## src/hw/sds_pkg.sv

```systemverilog
// constants for the 40-bit serial datagram slave
// assumes a 10 MHz system clock and a serial clock of at most a quarter of it
`default_nettype none
package sds_pkg;
	localparam int DGRAM_BITS = 40;
	localparam int CNT_W = 6;
	localparam logic [5:0] FULL_COUNT = 6'h28;
	localparam int WR_BIT = 39;
	localparam int ADDR_HI = 38;
	localparam int ADDR_LO = 32;
	localparam int DATA_HI = 31;
	// reply status byte layout
	localparam int ST_RSVD = 7;
	localparam int ST_STOP2 = 6;
	localparam int ST_STOP1 = 5;
	localparam int ST_VEL2 = 4;
	localparam int ST_VEL1 = 3;
	localparam int ST_ERR2 = 2;
	localparam int ST_ERR1 = 1;
	localparam int ST_RST = 0;
	localparam logic [7:0] STATUS_RESET = 8'h00;
	localparam logic [31:0] DATA_RESET = 32'h0000_0000;
	// input filter: pulses shorter than this are dropped
	localparam int CLK_NS = 100;
	localparam int FILT_NS = 20;
	localparam int FILT_CYC_RAW = (FILT_NS + CLK_NS - 1) / CLK_NS;
	localparam int FILT_CYC = (FILT_CYC_RAW < 1) ? 1 : FILT_CYC_RAW;
	localparam int PIN_COUNT = 4;
	localparam int PIN_SCK = 0;
	localparam int PIN_SDI = 1;
	localparam int PIN_SEL = 2;
	localparam int PIN_DIS = 3;
	localparam logic [3:0] PIN_IDLE = 4'hD;
	typedef enum logic [1:0] {
		SDS_IDLE = 2'h0,
		SDS_FRAME = 2'h1,
		SDS_FETCH = 2'h3
	} sds_state_t;
endpackage
`default_nettype wire

```

## src/hw/sds_pin_if.sv

```systemverilog
// filtered pin levels passed from the input conditioner to the slave core
// assumes both ends sit on the system clock
`default_nettype none
interface sds_pin_if;
	logic [3:0] level;
	modport conditioner (output level);
	modport core (input level);
endinterface
`default_nettype wire

```

## src/hw/sds_in_filter.sv

```systemverilog
// input conditioner: two-flop synchroniser then an agreement filter per pin
// assumes raw pins are asynchronous to clk_in
`default_nettype none
module sds_in_filter (
	input wire logic clk_in,
	input wire logic rst_in,
	input wire logic [3:0] pins_in,
	sds_pin_if.conditioner pins
);
	genvar gi;
	generate
		for (gi = 0; gi < sds_pkg::PIN_COUNT; gi++) begin : g_pin
			logic meta;
			logic sync;
			logic [sds_pkg::FILT_CYC-1:0] hist;
			logic [sds_pkg::FILT_CYC:0] hist_shifted;
			logic level;
			// oldest sample falls off the top of the history
			assign hist_shifted = {hist, sync};
			always_ff @(posedge clk_in or posedge rst_in) begin
				if (rst_in) begin
					meta <= sds_pkg::PIN_IDLE[gi];
					sync <= sds_pkg::PIN_IDLE[gi];
				end else begin
					meta <= pins_in[gi];
					sync <= meta;
				end
			end
			// glitch filter
			// a level must persist past the filter span before it is taken
			always_ff @(posedge clk_in or posedge rst_in) begin
				if (rst_in) begin
					hist <= {sds_pkg::FILT_CYC{sds_pkg::PIN_IDLE[gi]}};
					level <= sds_pkg::PIN_IDLE[gi];
				end else begin
					hist <= hist_shifted[sds_pkg::FILT_CYC-1:0];
					if (hist == {sds_pkg::FILT_CYC{sync}}) begin
						level <= sync;
					end
				end
			end
			assign pins.level[gi] = level;
		end
	endgenerate
endmodule
`default_nettype wire

```

## src/hw/sds_slave.sv

```systemverilog
// 40-bit serial datagram slave, mode 3, with pipelined read back
// assumes an outside register file that answers cmd_addr_out on rd_data_in
// within one clock, and flag sources on the system clock
//
// Contract
// - datagram is address byte plus 32 data
// - bit 39 set means write
// - reply shifted out on every datagram
// - after a read, reply carries that register
// - after a write, reply echoes write data
// - read data bits are never stored; cmd_data_out still latches them on a read
// - reply bits 39..32 carry status byte
// - status bit layout, bit 7 zero
// - error and reset bits mirror global flags
// - status latched at end of access
// - data right aligned, two's complement
// - active only while select low
// - sample on rise, drive after fall
// - extra bits emerge forty clocks later
// - select rise executes last 40 bits
// - inputs ignore pulses under 20 ns
`default_nettype none
module sds_slave (
	input wire logic clk_in,
	input wire logic rst_in,
	input wire logic sck_in,
	input wire logic sdi_in,
	input wire logic select_low_in,
	input wire logic output_disable_input_in,
	output logic sdo_out,
	output logic sdo_oe_out,
	output logic output_disable_out,
	output logic cmd_valid_out,
	output logic cmd_write_out,
	output logic [6:0] cmd_addr_out,
	output logic [31:0] cmd_data_out,
	input wire logic [31:0] rd_data_in,
	input wire logic [1:0] stop_left_in,
	input wire logic [1:0] velocity_reached_in,
	input wire logic [1:0] driver_error_in,
	input wire logic reset_flag_in
);
	// ************************************************
	// input conditioning
	// ************************************************
	sds_pin_if pins ();

	sds_in_filter u_filter (
		.clk_in(clk_in),
		.rst_in(rst_in),
		.pins_in({output_disable_input_in, select_low_in, sdi_in, sck_in}),
		.pins(pins.conditioner)
	);

	logic sck;
	logic sdi;
	logic sel_low;
	logic sck_prev;
	logic sel_prev;
	logic sck_rise;
	logic sck_fall;
	logic frame_start;
	logic frame_end;

	assign sck = pins.level[sds_pkg::PIN_SCK];
	assign sdi = pins.level[sds_pkg::PIN_SDI];
	assign sel_low = pins.level[sds_pkg::PIN_SEL];

	always_ff @(posedge clk_in or posedge rst_in) begin
		if (rst_in) begin
			sck_prev <= 1'b1;
			sel_prev <= 1'b1;
		end else begin
			sck_prev <= sck;
			sel_prev <= sel_low;
		end
	end

	assign frame_start = sel_prev & ~sel_low;
	assign frame_end = ~sel_prev & sel_low;
	assign sck_rise = ~sel_low & ~sck_prev & sck;
	assign sck_fall = ~sel_low & sck_prev & ~sck;

	always_ff @(posedge clk_in or posedge rst_in) begin
		if (rst_in) begin
			output_disable_out <= 1'b0;
		end else begin
			output_disable_out <= pins.level[sds_pkg::PIN_DIS];
		end
	end

	// ************************************************
	// frame sequencing
	// ************************************************
	sds_pkg::sds_state_t state;
	logic [39:0] shift;
	logic [sds_pkg::CNT_W-1:0] count;
	logic [7:0] status;
	logic [31:0] reply_data;
	logic execute;

	// partial frames
	// fewer than forty clocks means nothing is executed
	assign execute = frame_end && (count == sds_pkg::FULL_COUNT);

	always_ff @(posedge clk_in or posedge rst_in) begin
		if (rst_in) begin
			state <= sds_pkg::SDS_IDLE;
		end else begin
			case (state)
				sds_pkg::SDS_IDLE: begin
					if (frame_start) begin
						state <= sds_pkg::SDS_FRAME;
					end
				end
				sds_pkg::SDS_FRAME: begin
					if (execute && !shift[sds_pkg::WR_BIT]) begin
						state <= sds_pkg::SDS_FETCH;
					end else if (frame_end) begin
						state <= sds_pkg::SDS_IDLE;
					end
				end
				sds_pkg::SDS_FETCH: begin
					state <= sds_pkg::SDS_IDLE;
				end
				default: begin
					state <= sds_pkg::SDS_IDLE;
				end
			endcase
		end
	end

	// overrun bits leave forty clocks later
	always_ff @(posedge clk_in or posedge rst_in) begin
		if (rst_in) begin
			shift <= {8'h00, sds_pkg::DATA_RESET};
			count <= '0;
		end else if (frame_start) begin
			shift <= {status, reply_data};
			count <= '0;
		end else if (sck_rise) begin
			shift <= {shift[38:0], sdi};
			if (count != sds_pkg::FULL_COUNT) begin
				count <= count + 6'h01;
			end
		end
	end

	// msb first after falling edge
	// first bit is presented as soon as select falls
	always_ff @(posedge clk_in or posedge rst_in) begin
		if (rst_in) begin
			sdo_out <= 1'b0;
			sdo_oe_out <= 1'b0;
		end else begin
			sdo_oe_out <= ~sel_low;
			if (frame_start) begin
				sdo_out <= status[7];
			end else if (sck_fall) begin
				sdo_out <= shift[39];
			end
		end
	end

	// ************************************************
	// command execution
	// ************************************************
	// latch on select rise
	always_ff @(posedge clk_in or posedge rst_in) begin
		if (rst_in) begin
			cmd_valid_out <= 1'b0;
			cmd_write_out <= 1'b0;
			cmd_addr_out <= '0;
			cmd_data_out <= sds_pkg::DATA_RESET;
		end else begin
			cmd_valid_out <= execute;
			if (execute) begin
				cmd_write_out <= shift[sds_pkg::WR_BIT];
				cmd_addr_out <= shift[sds_pkg::ADDR_HI:sds_pkg::ADDR_LO];
				cmd_data_out <= shift[sds_pkg::DATA_HI:0];
			end
		end
	end

	always_ff @(posedge clk_in or posedge rst_in) begin
		if (rst_in) begin
			reply_data <= sds_pkg::DATA_RESET;
		end else if (execute && shift[sds_pkg::WR_BIT]) begin
			reply_data <= shift[sds_pkg::DATA_HI:0];
		end else if (state == sds_pkg::SDS_FETCH) begin
			reply_data <= rd_data_in;
		end
	end

	always_ff @(posedge clk_in or posedge rst_in) begin
		if (rst_in) begin
			status <= sds_pkg::STATUS_RESET;
		end else if (frame_end) begin
			status[sds_pkg::ST_RSVD] <= 1'b0;
			status[sds_pkg::ST_STOP2] <= stop_left_in[1];
			status[sds_pkg::ST_STOP1] <= stop_left_in[0];
			status[sds_pkg::ST_VEL2] <= velocity_reached_in[1];
			status[sds_pkg::ST_VEL1] <= velocity_reached_in[0];
			status[sds_pkg::ST_ERR2] <= driver_error_in[1];
			status[sds_pkg::ST_ERR1] <= driver_error_in[0];
			status[sds_pkg::ST_RST] <= reset_flag_in;
		end
	end
endmodule
`default_nettype wire

```

## config.mk

```make
export PLATFORM = sky130hd
export DESIGN_NAME = sds_slave
export DESIGN_NICKNAME = d
export VERILOG_FILES = /design/src/hw/sds_pkg.sv /design/src/hw/sds_pin_if.sv /design/src/hw/sds_in_filter.sv /design/src/hw/sds_slave.sv
export SDC_FILE = /design/constraint.sdc
export NUM_CORES = 1
export LEC_CHECK = 0
export ABC_AREA = 1
export BUFFER_PORTS_ARGS = -buffer_cell sky130_fd_sc_hd__buf_4
export CAP_MARGIN = 25
export CORE_MARGIN = 2
export CORE_UTILIZATION = 35
export CTS_CLUSTER_DIAMETER = 40
export CTS_CLUSTER_SIZE = 14
export DETAILED_ROUTE_END_ITERATION = 10
export SYNTH_ARGS = -nofsm -noshare
export SYNTH_HDL_FRONTEND = slang
export SYNTH_HIERARCHICAL = 1
export SYNTH_SLANG_ARGS = --single-unit
export TNS_END_PERCENT = 30
```

## constraint.sdc

```tcl
create_clock -name clk_in -period 4.7 [get_ports clk_in]
set_input_delay 0.47 -clock clk_in [delete_from_list [all_inputs] [get_ports clk_in]]
set_output_delay 0.47 -clock clk_in [all_outputs]
set_load 0.1 [all_outputs]
```

=== Word level (Yosys, flattened, before mapping) ===
Cells that the tools add are included.
W data, S select, Z words.

* Flip-flop bits (word level): 149
* Word-level logic and storage cells: 75
* Output and inout bits: 44
* Bits of input ports: 45

* Reduce and logical (&&, ||, !) cells: 11
* Mux-type cells: 13
* Add/subtract/negate cells: 1
* Bitwise gates (word level): 10
* Equal/unequal tests: 10

{| class="wikitable"
|+ Operator list
! cell !! number
|-
| $mux W40 || 2
|-
| $mux W32 || 2
|-
| $mux W6 || 3
|-
| $reduce_bool A2 Y1 || 4
|-
| $add A6 B1 Y6 const B || 1
|-
| $and A1 B1 Y1 || 6
|-
| $eq A6 B6 Y1 const B || 1
|-
| $mux W2 || 3
|-
| $ne A6 B6 Y1 const B || 1
|-
| $eq A1 B1 Y1 || 4
|-
| $not A1 Y1 || 4
|-
| $pmux W2 S2 || 1
|-
| $reduce_and A2 Y1 || 2
|-
| $logic_and A1 B1 Y1 || 3
|-
| $ne A3 B3 Y1 const B || 1
|-
| $eq A2 B1 Y1 const B || 1
|-
| $eq A2 B2 Y1 const B || 1
|-
| $logic_not A2 Y1 || 1
|-
| $mux W1 || 2
|-
| $ne A2 B2 Y1 const B || 1
|-
| $logic_not A1 Y1 || 1
|}

=== Longest topological paths before layout ===
* Depth in word-level cells: 6
* Depth in mapped cells: 10
* Gate-level depth less buffers: 9

=== By module ===
The synthesis kept the hierarchy.

{| class="wikitable"
|+ By module, submodules not included
! module !! cells each !! times used !! sequential area each (um2) !! area an instance (um2)
|-
| sds_slave || 645 || 1 || 3330.7 || 5839.4
|-
| sds_in_filter || 37 || 1 || 415.4 || 514.2
|}

=== Least setup slack after synthesis ===
No wires, ideal clock.

* Kind: flip-flop to flip-flop
* Start: reg count[0] in the netlist's numbering
* End: reg reply_data[29]
* Buffers on the path: 2
* Library setup time: 0.125 ns
* Cell stages (with the launch flop): 10
* Arrival: 1.367 ns
* Clock period less this slack: 1.492 ns
* Required time: 4.575 ns
* Slack: 3.208 ns
* Cell sequence: dfrtp_1 > inv_1 > ha_1 > nand3_1 > nor2_4 > nand3_2 > buf_6 > buf_6 > nand3_1 > nand3_1

* Longest elaborated chain between the ends: 4
* Elaborated cells between the ends (all ways): 5
* Classes of those cells: 1 x eq/ne; 1 x mux; 3 x reduce/logical

{| class="wikitable"
|+ Ends and longest elaborated chain
! item !! RTL line !! text
|-
| from (decl) || sds_slave.sv:97 || <nowiki>logic [sds_pkg::CNT_W-1:0] count;</nowiki>
|-
| from (signal assigned) || sds_slave.sv:144 || <nowiki>count <= count + 6'h01;</nowiki>
|-
| $eq A6 B6 Y1 * || sds_slave.sv:104 || <nowiki>assign execute = frame_end && (count == sds_pkg::FULL_COUNT);</nowiki>
|-
| $logic_and A1 B1 Y1 * || sds_slave.sv:104 ||
|-
| $logic_and A1 B1 Y1 * || sds_slave.sv:188 || <nowiki>end else if (execute && shift[sds_pkg::WR_BIT]) begin</nowiki>
|-
| $mux W32 or $reduce_bool A2 Y1 (tied branches) || n/a ||
|-
| to (signal assigned) || sds_slave.sv:187 || <nowiki>reply_data <= sds_pkg::DATA_RESET;</nowiki>
|-
| to (signal assigned) || sds_slave.sv:189 || <nowiki>reply_data <= shift[sds_pkg::DATA_HI:0];</nowiki>
|-
| to (signal assigned) || sds_slave.sv:191 || <nowiki>reply_data <= rd_data_in;</nowiki>
|-
| to (decl) || sds_slave.sv:99 || <nowiki>logic [31:0] reply_data;</nowiki>
|}

Every way passes the cells marked *; elsewhere a longest branch is shown, timed or not.
A chain may end at the register's enable or synchronous reset.

=== Final worst setup path ===
* Start: reg u_filter.g_pin[2].level
* End: reg reply_data[18]

* Longest elaborated chain between the ends: 4
* Elaborated cells between the ends (all ways): 5
* Classes of those cells: 1 x mux; 1 x bitwise; 3 x reduce/logical

{| class="wikitable"
|+ Ends and longest elaborated chain
! item !! RTL line !! text
|-
| from (decl) || sds_in_filter.sv:17 || <nowiki>logic level;</nowiki>
|-
| from (signal assigned) || sds_in_filter.sv:34 || <nowiki>level <= sds_pkg::PIN_IDLE[gi];</nowiki>
|-
| from (signal assigned) || sds_in_filter.sv:38 || <nowiki>level <= sync;</nowiki>
|-
| $and A1 B1 Y1 * || sds_slave.sv:80 || <nowiki>assign frame_end = ~sel_prev & sel_low;</nowiki>
|-
| $logic_and A1 B1 Y1 * || sds_slave.sv:104 ||
|-
| $logic_and A1 B1 Y1 * || sds_slave.sv:188 ||
|-
| $mux W32 or $reduce_bool A2 Y1 (tied branches) || n/a ||
|}

Marks and branches as above.

==> PnR_summary.wiki <==
{| class="wikitable"
! Metric !! Value
|-
| Status || finished, final reports clean
|-
| Fin worst setup slack || roughly 1.9 ns
|-
| Area growth, synth to finish || 21.2%
|-
| Kind of critical path || reg -> reg
|-
| Crit Path Max Fanout || 35
|-
| Yosys cell types || 30
|-
| Overall fraction of global-route tracks in use || 0.152
|-
| Global-route wire length before repair || between 20000 and 25000 um
|-
| CTS Buffer Depth || 2
|-
| Dominant cell by count in the synthesized netlist || nand2_1
|-
| DP Cell Count || 960
|-
| Detailed-route vias per instance || 4.79
|-
| Cts repair resizes || 0
|-
| Filler Cell Count || ~1800
|-
| Endpoint arrival time on the critical path || between 3 and 4 ns
|-
| Clock insertion delay at the later pin of the skew report || between 0.4 and 0.5 ns
|-
| Critical path endpoint category || register
|-
| Maximum number of pins on one net before global-route repair || slightly below 100
|-
| Post-route minimum period || ~2.8 ns
|-
| Placer congestion estimate || about 0.73
|-
| Layout Cells excl Fill || slightly below 1000
|-
| Number of global-route vias before repair || 4489
|-
| Final Max Slew Viols || 0
|-
| Number of enable flip-flop cells after synthesis || 0
|-
| CORE AREA || between 15000 and 20000 um2
|-
| Setup Buffers After CTS || 0
|-
| Clock skew after layout || 0.0103 ns
|-
| DRT iter0 DRCs || between 300 and 400
|-
| Post-Route WL || 14000 um
|-
| Proportion of layout cells with a drive suffix above 1 || 0.220
|-
| Chip Width || approximately 140 um
|-
| Peak Freq || around 360 MHz
|-
| Antenna viol nets, final || 0
|-
| Slew at the pin with the worst max-slew slack || 1.02 ns
|-
| Worst slew margin relative to its limit || 0.320
|-
| Number of input and output port buffers inserted || slightly below 90
|-
| Library cell used as clock root buffer || clkbuf_16
|-
| Commonest cells in the synthesized netlist || 174 x nand2_1, 135 x dfrtp_1, 84 x o21ai_0
|-
| Net count of the mapped netlist || ~730
|-
| Setup repair after global routing missed its margin || no
|-
| Mapped Cells || 682
|-
| Proportion of netlist area held by the largest area contributor || 0.532
|-
| Register bit count reported by yosys || ~150
|-
| Setup Viol. Count Final || 0
|-
| Final sum of negative setup slack || 0 ns
|-
| Nets || about 800
|-
| Period Utilization, post-route || 0.594
|-
| Static Leakage || ~0.0038 uW
|-
| Number of hold violations in the final report || 0
|-
| Initial standard-cell utilization of the core || 0.355
|-
| Mean area per synthesized cell || ~9.3 um2
|-
| H-tree levels || 4
|-
| Number of CTS-inserted buffers || 17
|-
| Share of synthesized flip-flops with an asynchronous set or reset || 1.00
|-
| Category of the worst setup path launch point || register
|-
| Synth Cell Area || 6350 um2
|-
| Clock sink total || 149
|-
| PD cells || 463 nW/um2
|-
| Number of cell instances on the worst register-to-register path || 7
|-
| MaxCap Viol Count || 0
|-
| Worst VDD drop || roughly 0.00028 V
|-
| Detailed-route via count || between 4000 and 5000
|-
| Register area share after synthesis || 0.590
|-
| I/O Pins || 89
|-
| Remaining DRCs || 0
|-
| Routed len/inst || 14.1 um
|-
| Type of the tightest min-delay check || in -> async
|-
| Syn. warnings || 6
|-
| Total of hold buffers inserted after clock tree synthesis || 0
|-
| TritonRoute pass-1 iters || 4
|-
| Total inserted antenna cells || 0
|-
| Predominant post-synthesis flop cell || dfrtp_1
|-
| Row cnt || 49
|-
| Synth top area cells || dfrtp_1 53%, nand2_1 10%, o21ai_0 6.6%, dfstp_2 5.8%, nand3_1 5.4%
|-
| Required time worst endpoint || about 5 ns
|-
| Biggest area consumer among synthesized cells || dfrtp_1
|-
| Clock tree from TritonCTS || built
|-
| Clock edge transition at the registers on the reported setup and hold paths || around 0.07 ns
|-
| Global-route congestion overflow total || 0
|-
| Die span in y || roughly 140 um
|-
| Die area || slightly below 20000 um2
|-
| Worst-case setup slack after placement || 1.87 ns
|-
| Dpl hpwl || 8850 um
|-
| Number of antenna violations at the first check in global routing || 0
|}
-- critical path: stages (launching register included) --
cell     delay (ns)
dfstp_2        0.55
inv_1          0.09
nor2_2         0.47
nand3_2        0.68
inv_2          0.67
nand2_1        0.11
nand2_1        0.09
inv_1          0.04
-- cells in the final DEF, fill, tap and decap left out, types with 6 or more instances in the layout --
| cell type | count |
|---|---|
| nand2_1 | 172 |
| dfrtp_1 | 135 |
| buf_4 | 94 |
| o21ai_0 | 84 |
| nand3_1 | 68 |
| inv_1 | 67 |
| o211ai_1 | 38 |
| clkbuf_16 | 17 |
| dfstp_2 | 14 |
| nor2_1 | 9 |
| nand3_2 | 8 |
| nand2_2 | 7 |
| mux2_2 | 6 |
-- final timing paths --
path	start	end	slack, ns
max in group asynchronous	rst_in	shift[23]$_DFFE_PP0P_	3.45
setup reg to reg	u_filter/g_pin[2].level$_DFFE_PP1N_	reply_data[18]$_DFFE_PP0P_	1.91
hold / removal	rst_in	u_filter/g_pin[1].sync$_DFF_PP0_	0.13
setup / recovery	u_filter/g_pin[2].level$_DFFE_PP1N_	reply_data[18]$_DFFE_PP0P_	1.91
min in group clk_in	sdi_in	u_filter/g_pin[1].meta$_DFF_PP0_	0.15
hold reg to reg	u_filter/g_pin[1].meta$_DFF_PP0_	u_filter/g_pin[1].sync$_DFF_PP0_	0.35
-- sequential cells by signal, indices dropped and copies added (netlist names), 6 cells and up --
signal and count:
cmd_data_out 32, reply_data 32, cmd_addr_out 7, count 6
status 7, shift 40
-- metal layers --
metal  routed length [um]  part of all wire  track usage  vias up
met2                 6200              0.44        0.224       95
met5                    0                 0            0        -
met3                  539             0.039       0.0349       18
met4                  257             0.018       0.0585        0
met1                 6990              0.50        0.220     2264
li1                     -                 -            -     2372
-- kinds of logic (layout without fill, tap and decap cells) --
kind of cell,Yosys count,after routing,share of synthesized area
flip-flops,149,149,0.590
adder cells (fa/ha/maj),2,2,0.00394
multiplexers,6,6,0.0106
XOR/XNOR,1,1,0.00138
AO/OA/AOI/OAI,131,131,0.119
buffers and inverters,115,196,0.0823
AND/OR/NAND/NOR,278,278,0.193
-- per-stage QoR --
| stage | total power (uW) | hold WS [ns] | utilization | area, um2 |
|---|---|---|---|---|
| after floorplan | 2010 | 0.331 | - | 6350 |
| after CTS | 3610 | 0.135 | 0.430 | 7700 |
| after global routing | 3770 | 0.133 | 0.430 | 7700 |
| final | 3570 | 0.134 | 0.430 | 7700 |
| after detailed placement | 2190 | 0.335 | 0.396 | 7100 |
| after global placement | 2180 | 0.333 | 0.396 | 7100 |
-- final cells by class --
class	instances	area, um2	share of cell area
sequential	149	3750	0.486
multi-input combinational	418	2090	0.271
timing repair buffer	94	706	0.0916
clock buffer	20	457	0.0593
tap	229	287	0.0372
inverter	70	268	0.0348
clock inverter	12	151	0.0197
-- report_power, final --
| group | switching (uW) | internal (uW) |
|---|---|---|
| Clock | 540 | 863 |
| Combinational | 378 | 183 |
| Sequential | 109 | 1490 |
| Total | 1030 | 2540 |
Note: power is estimated with default switching activity, not from simulation.
